File: src/common/bfr_pkg.sv
// shared constants and types for the burst and fault restart control unit
package bfr_pkg;
	// clock rate and documented times
	localparam longint CLK_HZ = 25_000_000; // system clock rate
	localparam longint BLANK_TIME_MS = 20; // basic blanking time
	localparam longint SPIKE_TIME_US = 30; // spike blanking after blank pin trip
	localparam longint OVP_TIME_US = 120; // high supply must persist this long
	localparam longint EXT_IGNORE_MS = 1; // external restart ignored after start-up
	// least times, rounded up to whole cycles
	localparam int BLANK_CYC = int'((BLANK_TIME_MS * CLK_HZ + 999) / 1000);
	localparam int SPIKE_CYC = int'((SPIKE_TIME_US * CLK_HZ + 999_999) / 1_000_000);
	localparam int OVP_CYC = int'((OVP_TIME_US * CLK_HZ + 999_999) / 1_000_000);
	localparam int EXT_IGN_CYC = int'((EXT_IGNORE_MS * CLK_HZ + 999) / 1000);
	localparam int CNT_W = 20; // wide enough for the blanking count
	typedef logic [CNT_W-1:0] bfr_cnt_t;
	// register map, byte addresses
	localparam int ADDR_W = 12;
	localparam logic [ADDR_W-1:0] CTRL_OFS = 12'h000; // control
	localparam logic [ADDR_W-1:0] STAT_OFS = 12'h004; // live state
	localparam logic [ADDR_W-1:0] FAULT_OFS = 12'h008; // sticky fault causes
	localparam logic [31:0] CTRL_RST = 32'h0000_0001; // burst mode allowed
	localparam int CTRL_BURST_EN = 0; // control bit: burst mode allowed
	localparam int STAT_STATE_LSB = 0; // status: one-hot state
	localparam int STAT_OUT_LSB = 8; // status: control outputs
	// fault cause bit positions
	localparam int FLT_OVERLOAD = 0;
	localparam int FLT_SOFT_OVP = 1;
	localparam int FLT_RUN_OVP = 2;
	localparam int FLT_THERMAL = 3;
	localparam int FLT_EXT = 4;
	localparam int FLT_UNDERVOLT = 5;
	localparam int FLT_W = 6;
	localparam logic [1:0] RESP_OKAY = 2'h0;
	localparam logic [1:0] RESP_SLVERR = 2'h2;
	// control states, one-hot
	typedef enum logic [5:0] {
		ST_CHARGE = 6'h01, // startup cell charges supply
		ST_SOFT = 6'h02, // soft start
		ST_NORMAL = 6'h04, // normal regulation
		ST_BURST_OFF = 6'h08, // burst, bias off
		ST_BURST_ON = 6'h10, // burst, bias on
		ST_OFF = 6'h20 // auto-restart, waiting for supply to fall
	} bfr_state_e;
	// comparator decisions, all asynchronous to the clock
	typedef struct packed {
		logic low_load; // feedback below 1.22V
		logic burst_upper; // feedback above 3.6V
		logic burst_lower; // feedback at or below 3.1V
		logic overload; // feedback above 4.5V
		logic soft_ovp; // supply above 20.7V
		logic supply_ovp; // supply above 25.5V
		logic blank_level; // blanking pin at 4.0V
		logic ext_restart; // blanking pin below 0.33V
		logic thermal; // junction above 130C
		logic vcc_on; // supply at turn-on threshold
		logic vcc_off; // supply below turn-off threshold
	} bfr_cmp_s;
	// control outputs to the analog section
	typedef struct packed {
		logic bias_on; // internal bias enabled
		logic gate_en; // switching pulses allowed
		logic burst_flag; // burst mode active
		logic reduced_limit; // reduced 0.26V current limit selected
		logic clamp_release; // blanking pin clamp switch open
		logic startup_cell; // startup cell on
		logic soft_start; // soft start running
		logic restart; // auto-restart sequence active
	} bfr_out_s;
	localparam int OUT_W = 8;
endpackage

File: src/design/bfr_control.sv
// Our own choices: the placing of the registers and the AXI4-Lite register port.
`timescale 1ns/10ps
// Overview of operation
// - blanking timer zero, counts when feedback low
// - burst entry after 20ms, feedback still low
// - burst, feedback above 3.6V restores bias
// - burst selects reduced 0.26V current limit
// - burst, feedback 3.1V pauses switching again
// - feedback above 4.5V leaves burst mode
// - every fault goes to auto-restart only
// - only overload uses extendable blanking
// - restart: cell on, off at turn-on
// - after soft start, recheck fault
// - overload 20ms then release clamp switch
// - blank pin 4.0V plus 30us triggers restart
// - soft start overvoltage with overload restarts
// - 25.5V for 120us restarts, not burst
// - overtemperature enters auto-restart
// - low blank pin stops gate, then restarts
// - external request ignored 1ms at start-up
// - undervoltage turns off, enables startup cell
// - feedback held low ends in undervoltage restart
module bfr_control #(
	parameter int P_BLANK_CYC = bfr_pkg::BLANK_CYC, // basic blanking cycles
	parameter int P_EXT_IGN_CYC = bfr_pkg::EXT_IGN_CYC // start-up ignore cycles
) (
	input wire logic i_clk_sys, // system clock
	input wire logic i_rst, // async reset, active high
	input wire logic i_ce, // clock enable, freezes all state when low
	input wire bfr_pkg::bfr_cmp_s i_cmp, // comparator decisions
	input wire logic i_soft_done, // soft start phase complete
	output bfr_pkg::bfr_out_s o_ctl, // control outputs
	input wire logic [11:0] i_awaddr, // write address
	input wire logic i_awvalid, // write address valid
	output logic o_awready, // write address ready
	input wire logic [31:0] i_wdata, // write data
	input wire logic [3:0] i_wstrb, // write strobes
	input wire logic i_wvalid, // write data valid
	output logic o_wready, // write data ready
	output logic [1:0] o_bresp, // write response
	output logic o_bvalid, // write response valid
	input wire logic i_bready, // write response ready
	input wire logic [11:0] i_araddr, // read address
	input wire logic i_arvalid, // read address valid
	output logic o_arready, // read address ready
	output logic [31:0] o_rdata, // read data
	output logic [1:0] o_rresp, // read response
	output logic o_rvalid, // read data valid
	input wire logic i_rready // read data ready
);
	// true in either burst state
	function automatic logic is_burst(input bfr_pkg::bfr_state_e st);
		is_burst = (st == bfr_pkg::ST_BURST_OFF) || (st == bfr_pkg::ST_BURST_ON);
	endfunction
	// saturating count while a condition holds, else back to zero
	function automatic bfr_pkg::bfr_cnt_t cnt_step(input bfr_pkg::bfr_cnt_t c, input logic en,
			input int lim);
		if (!en) begin
			cnt_step = '0;
		end else if (c >= lim[bfr_pkg::CNT_W-1:0]) begin
			cnt_step = c;
		end else begin
			cnt_step = c + bfr_pkg::CNT_W'(1);
		end
	endfunction
	// register address decode, shared by reads and writes
	function automatic logic is_mapped(input logic [11:0] a);
		if (a == bfr_pkg::CTRL_OFS) begin
			is_mapped = 1'b1;
		end else if (a == bfr_pkg::STAT_OFS) begin
			is_mapped = 1'b1;
		end else if (a == bfr_pkg::FAULT_OFS) begin
			is_mapped = 1'b1;
		end else begin
			is_mapped = 1'b0;
		end
	endfunction

	// comparator synchronisers
	bfr_pkg::bfr_cmp_s sync1_reg; // first stage, read only by second
	bfr_pkg::bfr_cmp_s sync2_reg; // usable comparator state
	bfr_pkg::bfr_cmp_s cmp; // alias of the second stage
	// control state
	bfr_pkg::bfr_state_e state_reg, state_next;
	bfr_pkg::bfr_cnt_t blank_reg, blank_next; // basic blanking timer
	bfr_pkg::bfr_cnt_t spike_reg, spike_next; // spike blanking timer
	bfr_pkg::bfr_cnt_t ovp_reg, ovp_next; // high supply persistence
	bfr_pkg::bfr_cnt_t ext_reg, ext_next; // external request persistence
	bfr_pkg::bfr_cnt_t ign_reg, ign_next; // start-up ignore timer
	logic clamp_reg, clamp_next; // clamp switch released
	bfr_pkg::bfr_out_s out_reg, out_next; // registered outputs
	// register file
	logic [31:0] ctrl_reg, ctrl_next;
	logic [bfr_pkg::FLT_W-1:0] flt_reg, flt_next; // sticky causes
	logic [bfr_pkg::FLT_W-1:0] flt_set; // causes seen this cycle
	logic [bfr_pkg::FLT_W-1:0] flt_clr; // software write-one-to-clear
	// decoded conditions
	logic run; // controller powered and switching capable
	logic blank_done, ign_done, ext_active;
	logic ovl_fault, soft_ovp_fault, run_ovp_fault, therm_fault, ext_fault, uv_fault;
	logic any_fault;

	assign cmp = sync2_reg;

	// two-stage sync of every analog decision
	always_ff @(posedge i_clk_sys or posedge i_rst) begin
		if (i_rst) begin
			sync1_reg <= '0;
			sync2_reg <= '0;
		end else if (i_ce) begin
			sync1_reg <= i_cmp;
			sync2_reg <= sync1_reg;
		end
	end

	// fault detection and timers
	always_comb begin
		run = (state_reg == bfr_pkg::ST_SOFT) || (state_reg == bfr_pkg::ST_NORMAL) || is_burst(state_reg);
		blank_done = (blank_reg == P_BLANK_CYC[bfr_pkg::CNT_W-1:0]);
		ign_done = (ign_reg == P_EXT_IGN_CYC[bfr_pkg::CNT_W-1:0]);
		// request only counts once the start-up window has passed
		ext_active = run && cmp.ext_restart && ign_done;
		// timer runs only in normal regulation with low or high feedback; recovery clears it
		blank_next = cnt_step(blank_reg, (state_reg == bfr_pkg::ST_NORMAL)
			&& (cmp.low_load || cmp.overload), P_BLANK_CYC);
		// clamp opens once overload has outlasted the basic blanking
		clamp_next = (state_reg == bfr_pkg::ST_NORMAL) && cmp.overload
			&& (clamp_reg || blank_done);
		spike_next = cnt_step(spike_reg, clamp_reg && cmp.blank_level && cmp.overload,
			bfr_pkg::SPIKE_CYC);
		ovl_fault = clamp_reg && cmp.blank_level && cmp.overload
			&& (spike_reg >= bfr_pkg::CNT_W'(bfr_pkg::SPIKE_CYC - 1));
		// supply overvoltage check is blind in burst, where supply swings widely
		ovp_next = cnt_step(ovp_reg, run && !is_burst(state_reg) && cmp.supply_ovp,
			bfr_pkg::OVP_CYC);
		run_ovp_fault = run && !is_burst(state_reg) && cmp.supply_ovp
			&& (ovp_reg >= bfr_pkg::CNT_W'(bfr_pkg::OVP_CYC - 1));
		soft_ovp_fault = (state_reg == bfr_pkg::ST_SOFT) && cmp.soft_ovp && cmp.overload;
		therm_fault = run && cmp.thermal;
		// a persisting request must hold for the spike time, filtering short glitches
		ext_next = cnt_step(ext_reg, ext_active, bfr_pkg::SPIKE_CYC);
		ext_fault = ext_active && (ext_reg >= bfr_pkg::CNT_W'(bfr_pkg::SPIKE_CYC - 1));
		// undervoltage also catches a shorted feedback that stopped all switching
		uv_fault = run && cmp.vcc_off;
		any_fault = ovl_fault || soft_ovp_fault || run_ovp_fault || therm_fault
			|| ext_fault || uv_fault;
		// ignore window restarts on every charge phase
		ign_next = cnt_step(ign_reg, state_reg != bfr_pkg::ST_CHARGE, P_EXT_IGN_CYC);
		flt_set = '0;
		flt_set[bfr_pkg::FLT_OVERLOAD] = ovl_fault;
		flt_set[bfr_pkg::FLT_SOFT_OVP] = soft_ovp_fault;
		flt_set[bfr_pkg::FLT_RUN_OVP] = run_ovp_fault;
		flt_set[bfr_pkg::FLT_THERMAL] = therm_fault;
		flt_set[bfr_pkg::FLT_EXT] = ext_fault;
		flt_set[bfr_pkg::FLT_UNDERVOLT] = uv_fault;
	end

	// control state machine
	always_comb begin
		state_next = state_reg;
		if (run && any_fault) begin
			// every fault lands in the one auto-restart path
			state_next = uv_fault ? bfr_pkg::ST_CHARGE : bfr_pkg::ST_OFF;
		end else begin
			case (state_reg)
				bfr_pkg::ST_CHARGE: begin
					if (cmp.vcc_on) begin
						state_next = bfr_pkg::ST_SOFT;
					end
				end
				bfr_pkg::ST_SOFT: begin
					if (i_soft_done) begin
						// a fault still present sends it round again
						if (cmp.thermal || ext_active || cmp.supply_ovp) begin
							state_next = bfr_pkg::ST_OFF;
						end else begin
							state_next = bfr_pkg::ST_NORMAL;
						end
					end
				end
				bfr_pkg::ST_NORMAL: begin
					if (blank_done && cmp.low_load && ctrl_reg[bfr_pkg::CTRL_BURST_EN]) begin
						state_next = bfr_pkg::ST_BURST_OFF;
					end
				end
				bfr_pkg::ST_BURST_OFF: begin
					if (cmp.overload) begin
						state_next = bfr_pkg::ST_NORMAL;
					end else if (cmp.burst_upper) begin
						state_next = bfr_pkg::ST_BURST_ON;
					end
				end
				bfr_pkg::ST_BURST_ON: begin
					if (cmp.overload) begin
						state_next = bfr_pkg::ST_NORMAL;
					end else if (cmp.burst_lower) begin
						state_next = bfr_pkg::ST_BURST_OFF;
					end
				end
				bfr_pkg::ST_OFF: begin
					// no switching, so supply sags to turn-off
					if (cmp.vcc_off) begin
						state_next = bfr_pkg::ST_CHARGE;
					end
				end
				default: begin
					state_next = bfr_pkg::ST_CHARGE; // recover from an illegal code
				end
			endcase
		end
		// outputs follow the next state so they change with it
		out_next.bias_on = (state_next == bfr_pkg::ST_SOFT) || (state_next == bfr_pkg::ST_NORMAL)
			|| (state_next == bfr_pkg::ST_BURST_ON);
		out_next.gate_en = out_next.bias_on && !ext_active;
		out_next.burst_flag = is_burst(state_next);
		out_next.reduced_limit = is_burst(state_next);
		out_next.clamp_release = clamp_next && (state_next == bfr_pkg::ST_NORMAL);
		out_next.startup_cell = (state_next == bfr_pkg::ST_CHARGE);
		out_next.soft_start = (state_next == bfr_pkg::ST_SOFT);
		out_next.restart = (state_next == bfr_pkg::ST_OFF) || (state_next == bfr_pkg::ST_CHARGE);
	end

	// control registers; power-on starts by charging the supply
	always_ff @(posedge i_clk_sys or posedge i_rst) begin
		if (i_rst) begin
			state_reg <= bfr_pkg::ST_CHARGE;
			blank_reg <= '0;
			spike_reg <= '0;
			ovp_reg <= '0;
			ext_reg <= '0;
			ign_reg <= '0;
			clamp_reg <= 1'b0;
			out_reg <= '0;
		end else if (i_ce) begin
			state_reg <= state_next;
			blank_reg <= blank_next;
			spike_reg <= spike_next;
			ovp_reg <= ovp_next;
			ext_reg <= ext_next;
			ign_reg <= ign_next;
			clamp_reg <= clamp_next;
			out_reg <= out_next;
		end
	end

	assign o_ctl = out_reg;

	// bus slave state
	logic aw_full_reg, aw_full_next; // write address held
	logic w_full_reg, w_full_next; // write data held
	logic [11:0] awaddr_reg, awaddr_next;
	logic [31:0] wdata_reg, wdata_next;
	logic [3:0] wstrb_reg, wstrb_next;
	logic bvalid_reg, bvalid_next;
	logic [1:0] bresp_reg, bresp_next;
	logic rvalid_reg, rvalid_next;
	logic [1:0] rresp_reg, rresp_next;
	logic [31:0] rdata_reg, rdata_next;
	logic do_write; // both halves held, commit this cycle

	// readies drop while frozen so no beat is taken and then lost
	assign o_awready = i_ce && !aw_full_reg && !bvalid_reg;
	assign o_wready = i_ce && !w_full_reg && !bvalid_reg;
	assign o_arready = i_ce && !rvalid_reg;
	assign o_bvalid = bvalid_reg;
	assign o_bresp = bresp_reg;
	assign o_rvalid = rvalid_reg;
	assign o_rresp = rresp_reg;
	assign o_rdata = rdata_reg;

	// bus next-state logic
	always_comb begin
		aw_full_next = aw_full_reg;
		w_full_next = w_full_reg;
		awaddr_next = awaddr_reg;
		wdata_next = wdata_reg;
		wstrb_next = wstrb_reg;
		bvalid_next = bvalid_reg;
		bresp_next = bresp_reg;
		rvalid_next = rvalid_reg;
		rresp_next = rresp_reg;
		rdata_next = rdata_reg;
		ctrl_next = ctrl_reg;
		flt_clr = '0;
		// address and data may arrive in either order
		if (i_awvalid && o_awready) begin
			aw_full_next = 1'b1;
			awaddr_next = i_awaddr;
		end
		if (i_wvalid && o_wready) begin
			w_full_next = 1'b1;
			wdata_next = i_wdata;
			wstrb_next = i_wstrb;
		end
		do_write = aw_full_reg && w_full_reg && !bvalid_reg;
		if (do_write) begin
			aw_full_next = 1'b0;
			w_full_next = 1'b0;
			bvalid_next = 1'b1;
			bresp_next = is_mapped(awaddr_reg) ? bfr_pkg::RESP_OKAY : bfr_pkg::RESP_SLVERR;
			if (awaddr_reg == bfr_pkg::CTRL_OFS) begin
				// only the low lane carries defined bits
				if (wstrb_reg[0]) begin
					ctrl_next = {31'h0000_0000, wdata_reg[bfr_pkg::CTRL_BURST_EN]};
				end
			end else if (awaddr_reg == bfr_pkg::FAULT_OFS) begin
				if (wstrb_reg[0]) begin
					flt_clr = wdata_reg[bfr_pkg::FLT_W-1:0];
				end
			end
		end else if (bvalid_reg && i_bready) begin
			bvalid_next = 1'b0;
		end
		// a cause seen in the same cycle as its clear stays set
		flt_next = (flt_reg & ~flt_clr) | flt_set;
		if (i_arvalid && o_arready) begin
			rvalid_next = 1'b1;
			rresp_next = is_mapped(i_araddr) ? bfr_pkg::RESP_OKAY : bfr_pkg::RESP_SLVERR;
			rdata_next = '0;
			if (i_araddr == bfr_pkg::CTRL_OFS) begin
				rdata_next = ctrl_reg;
			end else if (i_araddr == bfr_pkg::STAT_OFS) begin
				rdata_next[bfr_pkg::STAT_STATE_LSB +: 6] = state_reg;
				rdata_next[bfr_pkg::STAT_OUT_LSB +: bfr_pkg::OUT_W] = out_reg;
			end else if (i_araddr == bfr_pkg::FAULT_OFS) begin
				rdata_next[bfr_pkg::FLT_W-1:0] = flt_reg;
			end
		end else if (rvalid_reg && i_rready) begin
			rvalid_next = 1'b0;
		end
	end

	// bus registers
	always_ff @(posedge i_clk_sys or posedge i_rst) begin
		if (i_rst) begin
			aw_full_reg <= 1'b0;
			w_full_reg <= 1'b0;
			awaddr_reg <= '0;
			wdata_reg <= '0;
			wstrb_reg <= '0;
			bvalid_reg <= 1'b0;
			bresp_reg <= bfr_pkg::RESP_OKAY;
			rvalid_reg <= 1'b0;
			rresp_reg <= bfr_pkg::RESP_OKAY;
			rdata_reg <= '0;
			ctrl_reg <= bfr_pkg::CTRL_RST;
			flt_reg <= '0;
		end else if (i_ce) begin
			aw_full_reg <= aw_full_next;
			w_full_reg <= w_full_next;
			awaddr_reg <= awaddr_next;
			wdata_reg <= wdata_next;
			wstrb_reg <= wstrb_next;
			bvalid_reg <= bvalid_next;
			bresp_reg <= bresp_next;
			rvalid_reg <= rvalid_next;
			rresp_reg <= rresp_next;
			rdata_reg <= rdata_next;
			ctrl_reg <= ctrl_next;
			flt_reg <= flt_next;
		end
	end
endmodule // bfr_control

File: config.mk
export PLATFORM = sky130hd
export DESIGN_NAME = bfr_control
export DESIGN_NICKNAME = d
export VERILOG_FILES = /design/src/common/bfr_pkg.sv /design/src/design/bfr_control.sv
export SDC_FILE = /design/constraint.sdc
export NUM_CORES = 1
export LEC_CHECK = 0
export BUFFER_PORTS_ARGS = -buffer_cell sky130_fd_sc_hd__clkbuf_2
export CAP_MARGIN = 20
export CELL_PAD_IN_SITES_DETAIL_PLACEMENT = 1
export CELL_PAD_IN_SITES_GLOBAL_PLACEMENT = 1
export CORE_MARGIN = 2
export CORE_UTILIZATION = 42
export DETAILED_ROUTE_END_ITERATION = 16
export PLACE_DENSITY_LB_ADDON = 0.1
export SYNTH_ARGS = -nofsm -noshare
export SYNTH_HDL_FRONTEND = slang
export SYNTH_SLANG_ARGS = --single-unit
File: constraint.sdc
create_clock -name i_clk_sys -period 15.2 [get_ports i_clk_sys]
set_input_delay 1.52 -clock i_clk_sys [delete_from_list [all_inputs] [get_ports i_clk_sys]]
set_output_delay 1.52 -clock i_clk_sys [all_outputs]
set_load 0.005 [all_outputs]
=== Yosys cells after proc, flatten, opt, wreduce, memory -nomap -nowiden ===
Cells that the tools add are included.

* Add/sub/neg operators: 5
* Order comparisons: 8
* Equal/unequal tests: 24
* Mux-type cells: 49
* Bitwise gates (word level): 3
* Reduce and logical (&&, ||, !) cells: 75

{| class="wikitable"
|+ Operators by type and width
! cell !! number
|-
| 20-bit two-way mux || 10
|-
| 6-bit two-way mux || 18
|-
| 20-bit by 1-bit adder with 20-bit output, second input constant || 5
|-
| 20-bit by 10-bit greater-or-equal comparator with 1-bit output, second input constant || 4
|-
| 20-bit by 12-bit greater-or-equal comparator with 1-bit output, second input constant || 2
|-
| 6-bit case mux with 6 select lines || 1
|-
| 1-bit logical AND || 33
|-
| 2-bit AND reduction || 13
|-
| 12-bit by 3-bit == test with 1-bit output, second input constant || 2
|-
| 12-bit by 4-bit == test with 1-bit output, second input constant || 2
|-
| 12-bit logical NOT || 2
|-
| 20-bit by 15-bit == test with 1-bit output, second input constant || 1
|-
| 20-bit by 19-bit == test with 1-bit output, second input constant || 1
|-
| 20-bit by 15-bit greater-or-equal comparator with 1-bit output, second input constant || 1
|-
| 20-bit by 19-bit greater-or-equal comparator with 1-bit output, second input constant || 1
|-
| 1-bit logical OR || 16
|-
| 1-bit two-way mux || 16
|-
| 8-bit two-way mux || 2
|-
| 6-bit by 1-bit == test with 1-bit output, second input constant || 2
|-
| 6-bit by 2-bit == test with 1-bit output, second input constant || 2
|-
| 6-bit by 3-bit == test with 1-bit output, second input constant || 2
|-
| 6-bit by 4-bit == test with 1-bit output, second input constant || 2
|-
| 6-bit by 5-bit == test with 1-bit output, second input constant || 2
|-
| 6-bit == test, second input constant || 2
|-
| other kinds (9) || 22
|}

* Flip-flop bits (word level): 184
* Word-level logic and storage cells: 212

=== Logic depth before layout (Yosys ltp) ===
* Depth in word-level cells: 16
* Gate-level depth with buffers: 9

=== Worst setup path after synthesis ===
No wires, ideal clock.

* Path type: input port to output port
* Start: input port i_ce
* End: output port o_arready
* Data arrival time: 2.008 ns
* Data required time: 13.680 ns
* Setup slack: 11.672 ns
* Cell stages on the path: 3
* Cell sequence: clkinv_1 clkbuf_1 nor2_1

* Longest elaborated chain between the ends: 1

{| class="wikitable"
|+ RTL lines
! element !! line !! RTL
|-
| start: declaration || bfr_control.sv:29 || <nowiki>input wire logic i_ce,</nowiki>
|-
| 1-bit logical AND || bfr_control.sv:264 || <nowiki>assign o_arready = i_ce && !rvalid_reg;</nowiki>
|-
| end: declaration || bfr_control.sv:45 || <nowiki>output logic o_arready,</nowiki>
|}

No other way between the ends.

=== Final worst setup path ===
Ends and elaborated chain as after synthesis.

==> flow_results.org <==
** Worst hold path
- The path class of the tightest hold or removal check is reg -> reg.
- Worst hold path depth :: 1
- Worst min-delay path endpoint :: ext_reg[17]
- Min-delay src :: ext_reg[17]

** Clock tree
- Counting every sink on the clock net gives ~180.
- Number of buffers inserted during clock tree synthesis :: 17
- Resized Gates After CTS :: 0
- The H-tree generated during clock tree synthesis spans 4 levels.
- TritonCTS built the clock tree.
- Hold_buf cts :: 0
- For the worst-skew pair, the clock arrives at the later sink with an insertion delay of ~440 ps.
- Clock slew at reported path FFs :: about 60 ps
- The number of setup buffers added after CTS is 0.
- Number of buffers on the longest clock path :: 2
- The cell sitting at the root of the clock tree is a sky130_fd_sc_hd__clkbuf_16.

** STA
- Timing-limited maximum frequency :: approximately 220 MHz
- Setup violations remaining at the end of the flow were counted as 0.
- Max-slew violation count :: 0
- TNS Setup :: 0 ps
- Final count of hold timing violations :: 0
- The smallest clock period supported by the final layout is computed as between 4000 and 5000 ps.
- On the final layout, the worst hold slack is 489.8 ps.
- Across the routed clock network, the largest skew measured is 12.81 ps.
- Dividing the final minimum period by the clock period gives 0.2925.
- For the pin with the worst max-slew slack, the measured transition is 1012 ps.
- Unrepaired setup endpoints after global routing :: false
- Relative slew margins :: 0.3251

** Power and ir drop
- For this design the static power due to leakage is 4.421 nW.
- Power density over the cells :: 122.6 mW/mm^2
- Highest ir drop seen on vdd :: approximately 0.073 mV
- After layout, the design draws a total of between 1 and 1.5 mW.

** Place
- Cell area reported after detailed placement :: approximately 0.0094 mm^2
- The congestion estimate from routability-driven global placement came to approximately 0.85.
- Once placement completed, the tool counted placed cells totaling 1196.
- Count of input and output buffers :: 79
- Detailed placement finished with a half-perimeter wire length of between 15000 and 20000 um.

** Global route
- Global-route wire length before repair :: about 37000 um
- Total global routing track utilization :: 0.2080
- The number of antenna violations at the first check in global routing came to 0.
- Maximum number of pins on one net before global-route repair :: 104
- Via count of the first global-routing pass :: around 7000
- After global routing the overflow that remains totals 0.

** Final layout
- Leaving out filler cells and counting taps, the final layout contains approximately 1200.
- Commonest non-fill, non-tap cells in the layout :: sky130_fd_sc_hd__dfrtp_1 (179), sky130_fd_sc_hd__nor2_1 (111), sky130_fd_sc_hd__nand2_1 (80)
- Post-Layout Inst Area :: 0.009971 mm^2
- Of the cells placed in the final design, the portion with a size suffix greater than 1 is 0.1895.
- Area grow syn2layout :: 13.10%
- In the final design database the tool counted slightly above 1000 nets.
- Leading cell type in the layout, fill and taps excluded :: sky130_fd_sc_hd__dfrtp_1
- Total inserted antenna cells :: 0

** Worst setup path
- Among all stages on the critical path, the largest delay is contributed by sky130_fd_sc_hd__clkinv_1.
- Classification of the worst setup path :: in -> out
- Critical-path maximum fanout :: 17
- Register-to-Register Setup Slack :: 11910 ps
- Worst Reg-to-Reg Cells :: 7
- For this run, the slowest stage of the critical path takes about 660 ps.
- Type of origin of the critical path :: primary input
- STA puts the critical path data arrival time at just under 3000 ps.
- Most Frequent Cell on Critical Path :: sky130_fd_sc_hd__clkbuf_2
- The worst setup path is captured at a primary output.
- The worst register-to-register path begins at state_reg[1].
- CP Cell Sequence :: clkbuf_2 > clkinv_1 > nor2_1 > clkbuf_2
- The worst register-to-register path ends at blank_reg[7].
- Worst endpoint required time :: roughly 14000 ps

** Floorplan
- In this run the vertical extent of the chip is 148.9 um.
- Count of standard-cell rows :: 53
- Area of the placeable core :: between 0.02 and 0.025 mm^2
- Top-Level Pins :: around 130
- The die covers 0.02217 mm^2.
- Initial cell density of the core :: 0.4234
- The floorplan step set the die width to approximately 150 um.

** Routing
- The detail route stage leaves a number of antenna-violating nets equal to 0.
- In the routed layout, each cell is associated on average with a via count of between 5 and 6.
- After detailed routing, the number of remaining DRC violations is 0.
- Signal routing reaches up to met4.
- Total iterations of the first detailed-routing run :: 4
- Wirelength per Cell :: between 15 and 20 um
- Total met2 wirelength after detailed routing :: ~11000 um
- Detailed route wirelength on metal3 :: ~810 um
- The final layout contains routed wiring with a total length of roughly 22000 um.
- Initial DRC count :: 264
- The routed layout has 6680 vias.
- Met1 layer wirelength in the final routing :: about 9600 um

** Synthesis
- Counting every instance in the synthesized netlist gives approximately 870.
- Combined area of all synthesized cells :: slightly below 0.009 mm^2
- The average instance in the mapped netlist occupies around 10 um^2.
- Counting flops with a built-in enable in the synthesized netlist gives 0.
- Synthesis inferred 181 register bits.
- During synthesis, Yosys emitted a total of 0 warnings.
- Fraction of registers with async set/reset :: 1.000
- The most used flip-flop cell after synthesis is sky130_fd_sc_hd__dfrtp_1.
- For this run, the register share of the synthesized area comes to 0.5141.
- Distinct cell type count after synthesis :: 72

** Status
- Outcome :: finished, final reports clean

** Flow run
- Max_cap viols :: 0
## worst max path at each step
| stage | start | end | slack (ps) | cells after the start |
|---|---|---|---|---|
| 5_1_grt | i_ce | o_arready | 10660 | 4 |
| 6_report | i_ce | o_arready | 10750 | 4 |
| 2_1_floorplan | i_rst | aw_full_reg | 8770 | 1 |
| 3_3_place_gp | i_ce | o_arready | 10780 | 4 |
| 3_5_place_dp | i_ce | o_arready | 10740 | 4 |
| 4_1_cts | i_ce | o_arready | 10740 | 4 |
## worst max-delay path, delay by kind of cell
family / cells / cell delay [ps]
buf+inv: 3 / 1110
simple gates: 1 / 280
## kinds of logic (layout without fill, tap and decap cells)
family                     count (synthesis)  after routing  share of synthesized area
other                                      1             20                  0.0004254
buffers and inverters                     81            150                    0.04584
adders and majority gates                 14             14                    0.01987
xor gates and xnor gates                  48             48                    0.04769
and+or+nand+nor                          361            361                     0.2044
muxes                                     49             49                    0.06230
DFF                                      181            181                     0.5141
AOI/OAI and AO/OA                        132            132                     0.1055
## Yosys cell counts (4+ instances only)
cell type / n / area, um^2
sky130_fd_sc_hd__nand3_1: 28 / 140.1
sky130_fd_sc_hd__a22o_1: 4 / 35.03
sky130_fd_sc_hd__o31ai_1: 9 / 67.56
sky130_fd_sc_hd__nand2_1: 80 / 300.3
sky130_fd_sc_hd__nor2_1: 111 / 416.7
sky130_fd_sc_hd__xnor2_1: 27 / 236.5
sky130_fd_sc_hd__o21ai_0: 37 / 185.2
sky130_fd_sc_hd__a31oi_1: 14 / 87.58
sky130_fd_sc_hd__ha_1: 14 / 175.2
sky130_fd_sc_hd__nor2b_1: 13 / 81.33
sky130_fd_sc_hd__buf_4: 22 / 165.2
sky130_fd_sc_hd__xor2_1: 21 / 183.9
sky130_fd_sc_hd__a32o_1: 5 / 50.05
sky130_fd_sc_hd__nor4_1: 19 / 118.9
sky130_fd_sc_hd__nor3_1: 21 / 105.1
sky130_fd_sc_hd__or4_1: 6 / 45.04
sky130_fd_sc_hd__or3_1: 5 / 31.28
sky130_fd_sc_hd__nand2b_1: 7 / 43.79
sky130_fd_sc_hd__clkbuf_1: 23 / 86.33
sky130_fd_sc_hd__nand4_1: 12 / 75.07
sky130_fd_sc_hd__a21oi_1: 24 / 120.1
sky130_fd_sc_hd__mux2i_1: 5 / 50.05
sky130_fd_sc_hd__o211ai_1: 4 / 30.03
sky130_fd_sc_hd__inv_1: 31 / 116.4
sky130_fd_sc_hd__nor4bb_1: 5 / 50.05
sky130_fd_sc_hd__and3_1: 13 / 81.33
sky130_fd_sc_hd__dfrtp_1: 179 / 4479
sky130_fd_sc_hd__o2111ai_1: 4 / 35.03
sky130_fd_sc_hd__and2_1: 14 / 87.58
sky130_fd_sc_hd__mux2_2: 43 / 484.2
## layer usage
metal / track usage / vias up
met4: 0.06143 / 0
met2: 0.3634 / 98
met1: 0.2538 / 3410
met5: 0 / -
met3: 0.05352 / 22
li1: - / 3150
## per-stage QoR
step / worst slack (ps) / utilization
CTS: 10740 / 0.4784
global placement: 10780 / 0.4507
detailed placement: 10740 / 0.4507
floorplan: 8768 / -
global route: 10660 / 0.4788
finish: 10750 / 0.4788
## area by class of cell
type	instances	area [um^2]
clock buffers	20	446.7
clock inverters	12	130.1
fillers	2369	10850
inverters	32	125.1
multi-input cells	624	3951
flip-flops and latches	181	4532
well taps	275	344.1
repair buffers	86	441.7
## where the power goes
part           internal [mW]  switching, mW  leakage [nW]  total (mW)
clock                  0.247          0.193         0.280       0.439
sequential             0.540         0.0527          2.40       0.593
combinational         0.0848          0.105          1.74       0.190
No activity file was read; power rests on OpenSTA's default activity.
